--- config.mk ---
export PLATFORM = sky130hd
export DESIGN_NAME = mode_six_regs
export DESIGN_NICKNAME = d
export VERILOG_FILES = /design/src/rtl/mode_six_pkg.sv /design/src/rtl/mode_six_regs.sv /design/src/rtl/ca_parity_check.sv
export SDC_FILE = /design/constraint.sdc
export NUM_CORES = 1
export LEC_CHECK = 0
export ABC_AREA = 1
export BUFFER_PORTS_ARGS = -buffer_cell sky130_fd_sc_hd__buf_2
export CAP_MARGIN = 10
export CORE_ASPECT_RATIO = 0.9
export CORE_MARGIN = 4
export CORE_UTILIZATION = 49
export DETAILED_ROUTE_END_ITERATION = 12
export GPL_TIMING_DRIVEN = 0
export PLACE_DENSITY = 0.79
export REMOVE_ABC_BUFFERS = 1
export SLEW_MARGIN = 10
export SYNTH_ARGS = -nofsm -noshare
export SYNTH_HDL_FRONTEND = slang
export SYNTH_SLANG_ARGS = --single-unit
--- constraint.sdc ---
create_clock -name core_clk -period 1.95 [get_ports core_clk]
set_input_delay 0.195 -clock core_clk [delete_from_list [all_inputs] [get_ports core_clk]]
set_output_delay 0.195 -clock core_clk [all_outputs]
set_load 0.01 [all_outputs]
--- src/rtl/mode_six_pkg.sv ---
package mode_six_pkg;

   // ------------------------------------------------------------
   // Command pins and field positions
   // ------------------------------------------------------------
   localparam int MR_WIDTH = 22;
   localparam int ADDR_WIDTH = 18;
   localparam logic [2:0] SEL_MODE_FIVE = 3'h5;
   localparam logic [2:0] SEL_MODE_SIX = 3'h6;
   localparam int SEL_LSB = 18;
   localparam int SPACING_LSB = 10;
   localparam int CAL_ENABLE_BIT = 7;
   localparam int CAL_RANGE_BIT = 6;
   localparam int CAL_VALUE_LSB = 0;
   localparam int EQ_HIGH_BIT = 13;
   localparam int EQ_LOW_LSB = 8;
   localparam int PARITY_ERR_BIT = 4;
   localparam int CRC_ERR_BIT = 3;
   localparam int PERSIST_BIT = 9;
   localparam int LAT_LSB = 0;

   // ------------------------------------------------------------
   // Encodings and reset values
   // ------------------------------------------------------------
   localparam logic [2:0] SPACING_MAX_CODE = 3'h4;
   localparam logic [3:0] SPACING_BASE_CLOCKS = 4'h4;
   localparam logic [2:0] LAT_MAX_CODE = 3'h3;
   localparam logic [2:0] LAT_DISABLED = 3'h0;
   localparam logic [3:0] LAT_BASE_CLOCKS = 4'h3;
   localparam logic [2:0] SPACING_RESET = 3'h0;
   localparam logic [2:0] EQ_RESET = 3'h0;
   localparam logic CAL_ENABLE_RESET = 1'b0;
   localparam logic CAL_RANGE_RESET = 1'b0;
   localparam logic [5:0] CAL_VALUE_RESET = 6'h00;
   localparam logic [5:0] CAL_VALUE_MAX = 6'h31;

   typedef struct packed {
      logic cs_n;
      logic act_n;
      logic ras_n;
      logic cas_n;
      logic we_n;
      logic [1:0] bg;
      logic [1:0] ba;
      logic [17:0] addr;
      logic parity;
   } ca_bus_s;

   typedef struct packed {
      logic [2:0] eq;
      logic [2:0] spacing;
      logic cal_enable;
      logic cal_range;
      logic [5:0] cal_value;
   } mode_six_s;

endpackage : mode_six_pkg

--- src/rtl/mode_six_regs.sv ---
// Behaviour
// set parity flag on detected parity error
// parity flag sticky until mode write clears
// set CRC flag on write CRC error
// CRC flag sticky until mode write clears
// parity check off unless latency nonzero
// check parity before executing a command
// parity covers act, command pins, address
// cke, odt, cs_n excluded from parity
// select 110 writes mode register six
// controller holds ras, cas, we low
// controller writes zero to bits 21, 17
// spacing field 12:10 gives 4 to 8
// controller programs spacing for its frequency
// spacing minimum is four clocks
// equalization bits must stay 000
// bit 7 enables reference calibration
// bit 6 selects upper or lower range
// bits 5:0 hold calibration value
// controller sets enable with range writes
// reference level may appear on DQ
// controller steps reference by mode writes
// latency code 0 off, 1..3 four-six clocks
// non-persistent mode stops checking on error
// parity flag bit 4, CRC bit 3
// other selects leave register six alone
// reset clears flags, restores defaults
`timescale 1ns/100ps
`default_nettype none
module mode_six_regs
   import mode_six_pkg::*;
(
   input wire logic core_clk,
   input wire logic reset_n,
   input wire ca_bus_s ca,
   input wire logic crc_error,
   output logic cmd_execute,
   output logic cmd_blocked,
   output logic par_error_flag,
   output logic crc_error_flag,
   output logic [2:0] parity_latency,
   output logic [3:0] parity_latency_clocks,
   output logic persistent_mode,
   output logic [3:0] same_group_column_spacing,
   output logic [2:0] dq_receiver_equalization,
   output logic cal_enable,
   output logic cal_range,
   output logic [5:0] cal_value,
   output logic vref_probe_enable
);

   // ------------------------------------------------------------
   // Command decode
   // ------------------------------------------------------------
   logic parity_bad;
   logic mrs_cmd;
   logic [2:0] sel;
   logic [21:0] op;
   logic check_on;

   ca_parity_check u_parity (
      .ca(ca),
      .parity_bad(parity_bad)
   );

   assign sel = {ca.bg[0], ca.ba};
   assign op = {ca.bg, ca.ba, ca.addr};
   // Command pins low with act high marks a mode write
   assign mrs_cmd = !ca.cs_n && ca.act_n && !ca.ras_n && !ca.cas_n && !ca.we_n;

   // ------------------------------------------------------------
   // Mode register five subset: latency, persistence, flags
   // ------------------------------------------------------------
   logic [2:0] lat_reg, lat_next;
   logic persist_reg, persist_next;
   logic par_err_reg, par_err_next;
   logic crc_err_reg, crc_err_next;
   logic par_hit;

   // Reserved latency codes are treated as disabled   see R5
   assign check_on = (lat_reg != LAT_DISABLED) && (lat_reg <= LAT_MAX_CODE)
                     && (persist_reg || !par_err_reg);
   assign par_hit = check_on && !ca.cs_n && parity_bad;

   always_comb begin
      lat_next = lat_reg;
      persist_next = persist_reg;
      par_err_next = par_err_reg;
      crc_err_next = crc_err_reg;
      if (mrs_cmd && !par_hit && sel == SEL_MODE_FIVE) begin
         lat_next = op[LAT_LSB +: 3];
         persist_next = op[PERSIST_BIT];
         par_err_next = op[PARITY_ERR_BIT]; // see R2
         crc_err_next = op[CRC_ERR_BIT]; // see R4
      end
      // Set wins over a clear in the same cycle
      if (par_hit) begin
         par_err_next = 1'b1;
      end
      if (crc_error) begin
         crc_err_next = 1'b1;
      end
   end

   always_ff @(posedge core_clk) begin
      if (!reset_n) begin
         lat_reg <= LAT_DISABLED; // see R5
         persist_reg <= 1'b0;
         par_err_reg <= 1'b0;
         crc_err_reg <= 1'b0;
      end else begin
         lat_reg <= lat_next;
         persist_reg <= persist_next;
         par_err_reg <= par_err_next;
         crc_err_reg <= crc_err_next;
      end
   end

   // ------------------------------------------------------------
   // Mode register six
   // ------------------------------------------------------------
   mode_six_s six_reg, six_next;

   always_comb begin
      six_next = six_reg;
      // Bits 21 and 17 are reserved and not stored
      if (mrs_cmd && !par_hit && sel == SEL_MODE_SIX) begin // see R9
         six_next.eq = {op[EQ_HIGH_BIT], op[EQ_LOW_LSB +: 2]};
         // Reserved spacing codes keep the previous value
         if (op[SPACING_LSB +: 3] <= SPACING_MAX_CODE) begin
            six_next.spacing = op[SPACING_LSB +: 3];
         end
         six_next.cal_enable = op[CAL_ENABLE_BIT];
         six_next.cal_range = op[CAL_RANGE_BIT];
         // Only fifty steps exist, so larger codes are ignored
         if (op[CAL_VALUE_LSB +: 6] <= CAL_VALUE_MAX) begin
            six_next.cal_value = op[CAL_VALUE_LSB +: 6];
         end
      end
   end

   always_ff @(posedge core_clk) begin
      if (!reset_n) begin
         six_reg <= '{eq: EQ_RESET, spacing: SPACING_RESET, cal_enable: CAL_ENABLE_RESET,
                      cal_range: CAL_RANGE_RESET, cal_value: CAL_VALUE_RESET};
      end else begin
         six_reg <= six_next;
      end
   end

   // ------------------------------------------------------------
   // Outputs
   // ------------------------------------------------------------
   assign cmd_execute = !ca.cs_n && !par_hit;
   assign cmd_blocked = par_hit;
   assign par_error_flag = par_err_reg;
   assign crc_error_flag = crc_err_reg;
   assign parity_latency = lat_reg;
   assign parity_latency_clocks = (check_on || lat_reg != LAT_DISABLED) && lat_reg <= LAT_MAX_CODE
                                  && lat_reg != LAT_DISABLED ? LAT_BASE_CLOCKS + {1'b0, lat_reg} : 4'h0;
   assign persistent_mode = persist_reg;
   // Four clocks is the floor
   assign same_group_column_spacing = SPACING_BASE_CLOCKS + {1'b0, six_reg.spacing};
   assign dq_receiver_equalization = six_reg.eq;
   assign cal_enable = six_reg.cal_enable;
   assign cal_range = six_reg.cal_range;
   assign cal_value = six_reg.cal_value;
   assign vref_probe_enable = six_reg.cal_enable;

endmodule : mode_six_regs
`default_nettype wire

--- src/rtl/ca_parity_check.sv ---
`timescale 1ns/100ps
`default_nettype none
module ca_parity_check
   import mode_six_pkg::*;
(
   input wire ca_bus_s ca,
   output logic parity_bad
);
   // Even parity over command and address; cke, odt and cs_n excluded   see R7
   always_comb begin
      parity_bad = ^{ca.act_n, ca.ras_n, ca.cas_n, ca.we_n, ca.bg, ca.ba, ca.addr, ca.parity};
   end
endmodule : ca_parity_check
`default_nettype wire

==> results_dict.tcl, run 1 <==
set metrics [dict create \
    n_antenna_cell 0 \
    dpl.hpwl_um 2840 \
    initial_utilization_pct 51.9 \
    layout_min_cycle_time_ns 1.96 \
    antenna_found_initial 0 \
    synth_top_flop_cell "dfxtp_1" \
    worstHoldPathType "input port to flip-flop" \
    largest_reg_flops 6 \
    clock_sinks 20 \
    wire_per_inst_um 9.79 \
    routed_wl_um 3720 \
    num_vias 1766 \
    crit_chain "inv_6, ha_4, nor2_4, o31ai_4, a211oi_2, nand3_4, inv_4, or2_4, inv_2, buf_6" \
    hold_violations 0 \
    syn_area_per_cell_um2 5.82 \
    cts_made_buffers 3 \
    startpoint_type "flip-flop" \
    die_x_um 68.3 \
    grt_max_degree 19 \
    syn-cell-area_um2 1610 \
    violations "setup timing" \
    die_h_um 62.3 \
    setup_slack_ns -0.00989 \
    yosysSeqAreaShare_pct 24.9 \
    routabilityCongestion 0.792 \
    crit_path_end_kind "output pin" \
    cp.required_ns 1.75 \
    final_area_um2 2090 \
    grt_usage_pct 18.1 \
    drtIter0Drc 67 \
    cts_root_buffer "clkbuf_4" \
    worst_pin_slew_ns 0.597 \
    rr_startpoint "parity_latency[0]" \
    core_um2 3090 \
    power_density_nw_per_um2 488 \
    power_switching_uw 304 \
    syn2layout_area_growth_pct 30.2 \
    cts_max_path_buffers 2 \
    via_per_inst 4.65 \
    async_reset_ff_share_pct 0 \
    ys_warn_count 0 \
    slew_viol_final 0 \
    cts_tree "done" \
    final_common_cell "nand2_1" \
    rsz0062_at_grt "yes" \
    synthTopCellsByArea "nand2_1 28%, dfxtp_1 25%, inv_1 10%" \
    cp_max_fo 4 \
    worst_clock_skew_ns 0.00429 \
    synthDistinctLibCells 29 \
    p_clk_share_pct 34.3 \
    htreeDepth 1 \
    cp.arrival_ns 1.76 \
    rows 19 \
    ys_seq_elements 20 \
    setup_tns_ns -0.00989 \
    post_dp_cell_area_um2 1900 \
    drv_cap 0 \
    layout.nets 373 \
    slew_headroom_pct 59.7 \
    postRouteAntennaNets 0 \
    p_int_uw 715 \
    slowest_delay_ns 0.40 \
    clk_pin_slew_worst_paths_ns 0.12 \
    utilization_pct 67.7 \
    post-route-period-util_pct 101 \
    critical_path_class "flip-flop to output pin" \
    p_leak_nw 1.19 \
    status "complete, but fails checks" \
    cp_slowest_cell "dfxtp_4" \
    fin_hold_ws_ns 0.150 \
    io_buffers 57 \
    postCtsHoldBufs 0 \
    synth_edf_count 0 \
    ir_drop_mv 0.411 \
    grt_pass1_vias 1471 \
    mostFrequentLayoutCells "121 x nand2_1, 55 x buf_2, 40 x inv_1" \
    synth_top_area_cell "nand2_1" \
    drt_pass1_iterations 4 \
    setup_viol 1 \
    max_freq_mhz 510 \
    yosysTopAreaCellShare_pct 28.3 \
    layout-drive-gt1-share_pct 25.7 \
    min_from "ca[1]" \
    io-pin-count 59 \
    clock_latency_ns 0.31 \
    swShare_pct 29.8 \
    grt_overflow 0 \
    synthCells 276 \
    drc 0 \
    preCtsSetupSlack_ns -0.121 \
    sequentialPowerShare_pct 40.3 \
    grt_first_pass_wirelength_um 6110 \
    die_area_um2 4260 \
    combPwrFrac_pct 25.4 \
    crit_start "parity_latency[0]" \
]
## Yosys cell counts (2+ instances only)
library cell,instances
nand2_1,121
inv_1,44
dfxtp_1,20
nor2_1,20
a21oi_1,15
o21ai_0,8
nand3_1,6
o21ai_1,5
xnor2_1,5
xor2_1,5
buf_2,3
ha_1,3
buf_4,2
nand2_2,2
nand3_4,2
nand4_1,2
## critical path: cells and delay by family (launching register included)
family,cells,cell delay (ns)
simple gates,3,0.32
fa+ha+maj,1,0.15
flops,1,0.40
buf+inv,4,0.25
compound gates,2,0.32
## stage by stage
stage | power (mW) | instances
global placement | 0.666 | 369
global route | 1.08 | 380
finish | 1.02 | 380
floorplan | 0.586 | 270
detailed placement | 0.673 | 369
CTS | 1.02 | 379
## power by group through the flow
stage | Clock, mW | Sequential, mW | Combinational (mW)
after floorplan | 0 | 0.424 | 0.162
after global placement | 0 | 0.422 | 0.243
after detailed placement | 0 | 0.422 | 0.250
after CTS | 0.352 | 0.412 | 0.258
after global routing | 0.366 | 0.411 | 0.298
final | 0.350 | 0.411 | 0.259
## layout make-up
class	instances	area, um^2
clock buffer	3	22.5
inverter	44	175
multi-input combinational	206	1040
sequential	20	408
clock inverter	1	30.0
tap	42	52.6
timing repair buffer	64	363
fill	291	1000
## logic make-up after synthesis
logic type | after synthesis | synth area share (%)
simple gates | 160 | 43.6
buf+inv | 50 | 12.9
compound gates | 32 | 10.6
flops | 20 | 24.9
xor+xnor | 10 | 5.46
fa+ha+maj | 3 | 2.34
other cells | 1 | 0.234
## worst paths after layout
kind              slack (ns)  depth (start not counted)                           to
setup / recovery       -0.01                         10                  cmd_execute
hold / removal          0.15                          3                 cal_value[0]
setup reg to reg        0.19                         12               crc_error_flag
hold reg to reg         0.45                          2  dq_receiver_equalization[0]
## what timing repair did
| action | CTS | global route |
|---|---|---|
| setup endpoints to repair | 7 | 3 |
| resized for setup | 20 | 2 |
| pin swaps | 6 | 3 |
| setup buffers | 6 | 1 |
| hold endpoints to repair | 0 | 0 |
## metal layers
metal / routed length (um) / global-route usage (%) / up-vias
li1: - / - / 968
met1: 1650 / 21.8 / 742
met2: 1780 / 31.4 / 51
met3: 250 / 3.24 / 5
met4: 44 / 5.71 / 0
met5: 0 / 0 / -
Power figures use the tool's default switching activity.
==> run 2, diff against run 1 <==
Settings changed: BUFFER_PORTS_ARGS -buffer_cell sky130_fd_sc_hd__buf_2 to not set, CORE_ASPECT_RATIO 0.9 to not set, CORE_UTILIZATION 49 to 55, DONT_BUFFER_PORTS set to 1, PLACE_DENSITY 0.79 to 0.7.
==> run 2 against run 1 <==
Effect of this change:
- the run now ends clean
- final area decreased by 14%
- die area fell by 9.6%
- via count shrank 11%
- register-to-register slack got worse by 0.06 ns
- clock power is 4% lower
- fmax is 0.53% higher
- combinational power shrank 25%
- sequential share of layout area up 3.3 points
- sequential power is essentially flat
- first-iteration DRC count fell by 57%
- worst hold slack got worse by 0.13 ns
- global-route usage increased by 0.92 points
==> results_dict.tcl, run 2 (synthesis results as in run 1) <==
set metrics [dict create \
    status "completed" \
    grt_overflow 0 \
    ir_drop_mv 0.514 \
    drt_pass1_iterations 4 \
    htreeDepth 1 \
    rr_startpoint "parity_latency[0]" \
    post-route-period-util_pct 100 \
    worst_pin_slew_ns 0.699 \
    initial_utilization_pct 57.7 \
    clock_sinks 20 \
    postRouteAntennaNets 0 \
    layout.nets 315 \
    rsz0062_at_grt "yes" \
    slew_viol_final 0 \
    io_buffers 0 \
    grt_first_pass_wirelength_um 5570 \
    hold_violations 0 \
    drc 0 \
    crit_path_end_kind "output pin" \
    grt_max_degree 15 \
    layout_min_cycle_time_ns 1.95 \
    cp_max_fo 4 \
    slew_headroom_pct 53.0 \
    area.sequential_um2 408 \
    num_vias 1569 \
    largest_reg_flops 6 \
    rows 19 \
    die_x_um 62.0 \
    clock_latency_ns 0.30 \
    dpl.hpwl_um 2640 \
    setup_tns_ns 0 \
    utilization_pct 64.3 \
    io-pin-count 59 \
    crit_start "parity_latency[0]" \
    drtIter0Drc 29 \
    reg2reg_to "six_reg[9]" \
    die_area_um2 3850 \
    reg2reg_depth 9 \
    cts_tree "done" \
    cts_max_path_buffers 2 \
    cts_root_buffer "clkbuf_4" \
    routabilityCongestion 0.743 \
    n_fill_cell 269 \
    cts_made_buffers 3 \
    routed_wl_um 3580 \
    layout-drive-gt1-share_pct 10.7 \
    core_um2 2780 \
    syn2layout_area_growth_pct 11.5 \
    cp.arrival_ns 1.75 \
    die_h_um 62.0 \
    setup_viol 0 \
    n_antenna_cell 0 \
    max_freq_mhz 513 \
    startpoint_type "flip-flop" \
    p_leak_nw 0.908 \
    critical_path_class "flip-flop to output pin" \
    final_common_cell "nand2_1" \
    multiInputGateArea_um2 1060 \
    power_density_nw_per_um2 527 \
    antenna_found_initial 0 \
    critPathCapture "cmd_execute" \
    r2r_slack_ns 0.13 \
    worstHoldPathType "input port to flip-flop" \
    clk_pin_slew_worst_paths_ns 0.11 \
    wire_per_inst_um 11.5 \
    dp_cells 301 \
    drv_cap 0 \
    mostFrequentLayoutCells "121 x nand2_1, 40 x inv_1, 18 x nor2_1, 18 x dfxtp_1, 15 x a21oi_1" \
    grt_usage_pct 19.0 \
    worst_clock_skew_ns 0.00112 \
    final_cells 311 \
    via_per_inst 5.05 \
    cp.required_ns 1.75 \
    grt_pass1_vias 1373 \
]
[run 2: changes by cell type in the layout (fill, tap and decap cells not counted), moves of 2 or more]
cell,before,now
o21ai_0,8,6
buf_2,55,0
o21ai_1,5,7
buf_6,2,0
buf_4,6,3
[run 2: timing repair]
| action | CTS | global route |
|---|---|---|
| buffers inserted | 4 | 0 |
| endpoints found under the setup margin | 22 | 13 |
| gates resized for setup | 21 | 4 |
| gates cloned | 0 | 1 |
| pin swaps | 4 | 3 |
| hold buffers | 1 | 0 |
| hold endpoints to repair | 6 | 0 |
[run 2: final cells by class]
type	count	share of cell area [%]
multi-input combinational	207	59.4
sequential	20	22.8
inverter	44	9.79
timing repair buffer	5	2.94
tap	31	2.17
clock inverter	1	1.68
clock buffer	3	1.26
[run 2: how the worst min path moves through the flow]
stage                 start                end  depth (start not counted)
finish              reset_n    persistent_mode                          2
global route        reset_n  parity_latency[0]                          2
CTS                 reset_n  parity_latency[0]                          2
floorplan           reset_n     crc_error_flag                          2
global placement    reset_n     crc_error_flag                          2
detailed placement  reset_n     crc_error_flag                          2
[run 2: per-stage QoR]
stage          hold WS, ns  setup WS [ns]  total power [mW]  cell area, um^2
2_1_floorplan        0.293         0.0812             0.586             1560
3_3_place_gp         0.297         -0.155             0.605             1600
3_5_place_dp         0.303         -0.162             0.610             1600
4_1_cts            0.00379        -0.0354             0.956             1770
5_1_grt            0.00442        -0.0827              1.01             1790
6_report            0.0186       0.000516             0.942             1790
[run 2: power breakdown]
part	leakage [nW]	switching, mW	internal (mW)
combinational	0.717	0.117	0.0765
sequential	0.163	0.00354	0.409
clock	0.0279	0.129	0.208
total	0.908	0.249	0.693
[run 2: routing by layer]
| metal | part of all wire (%) | track usage [%] |
|---|---|---|
| met1 | 42 | 23.0 |
| met2 | 49 | 33.9 |
| met3 | 7.8 | 2.89 |
| met4 | 1.1 | 6.36 |
| met5 | 0 | 0 |
[run 2: critical path, cell delays in order (launching register included)]
cell and delay [ns]:
dfxtp_4 0.40, ha_2 0.20, o31ai_4 0.31, a211oi_2 0.09, nand3_4 0.11, inv_4 0.05, or2_4 0.22, inv_2 0.07
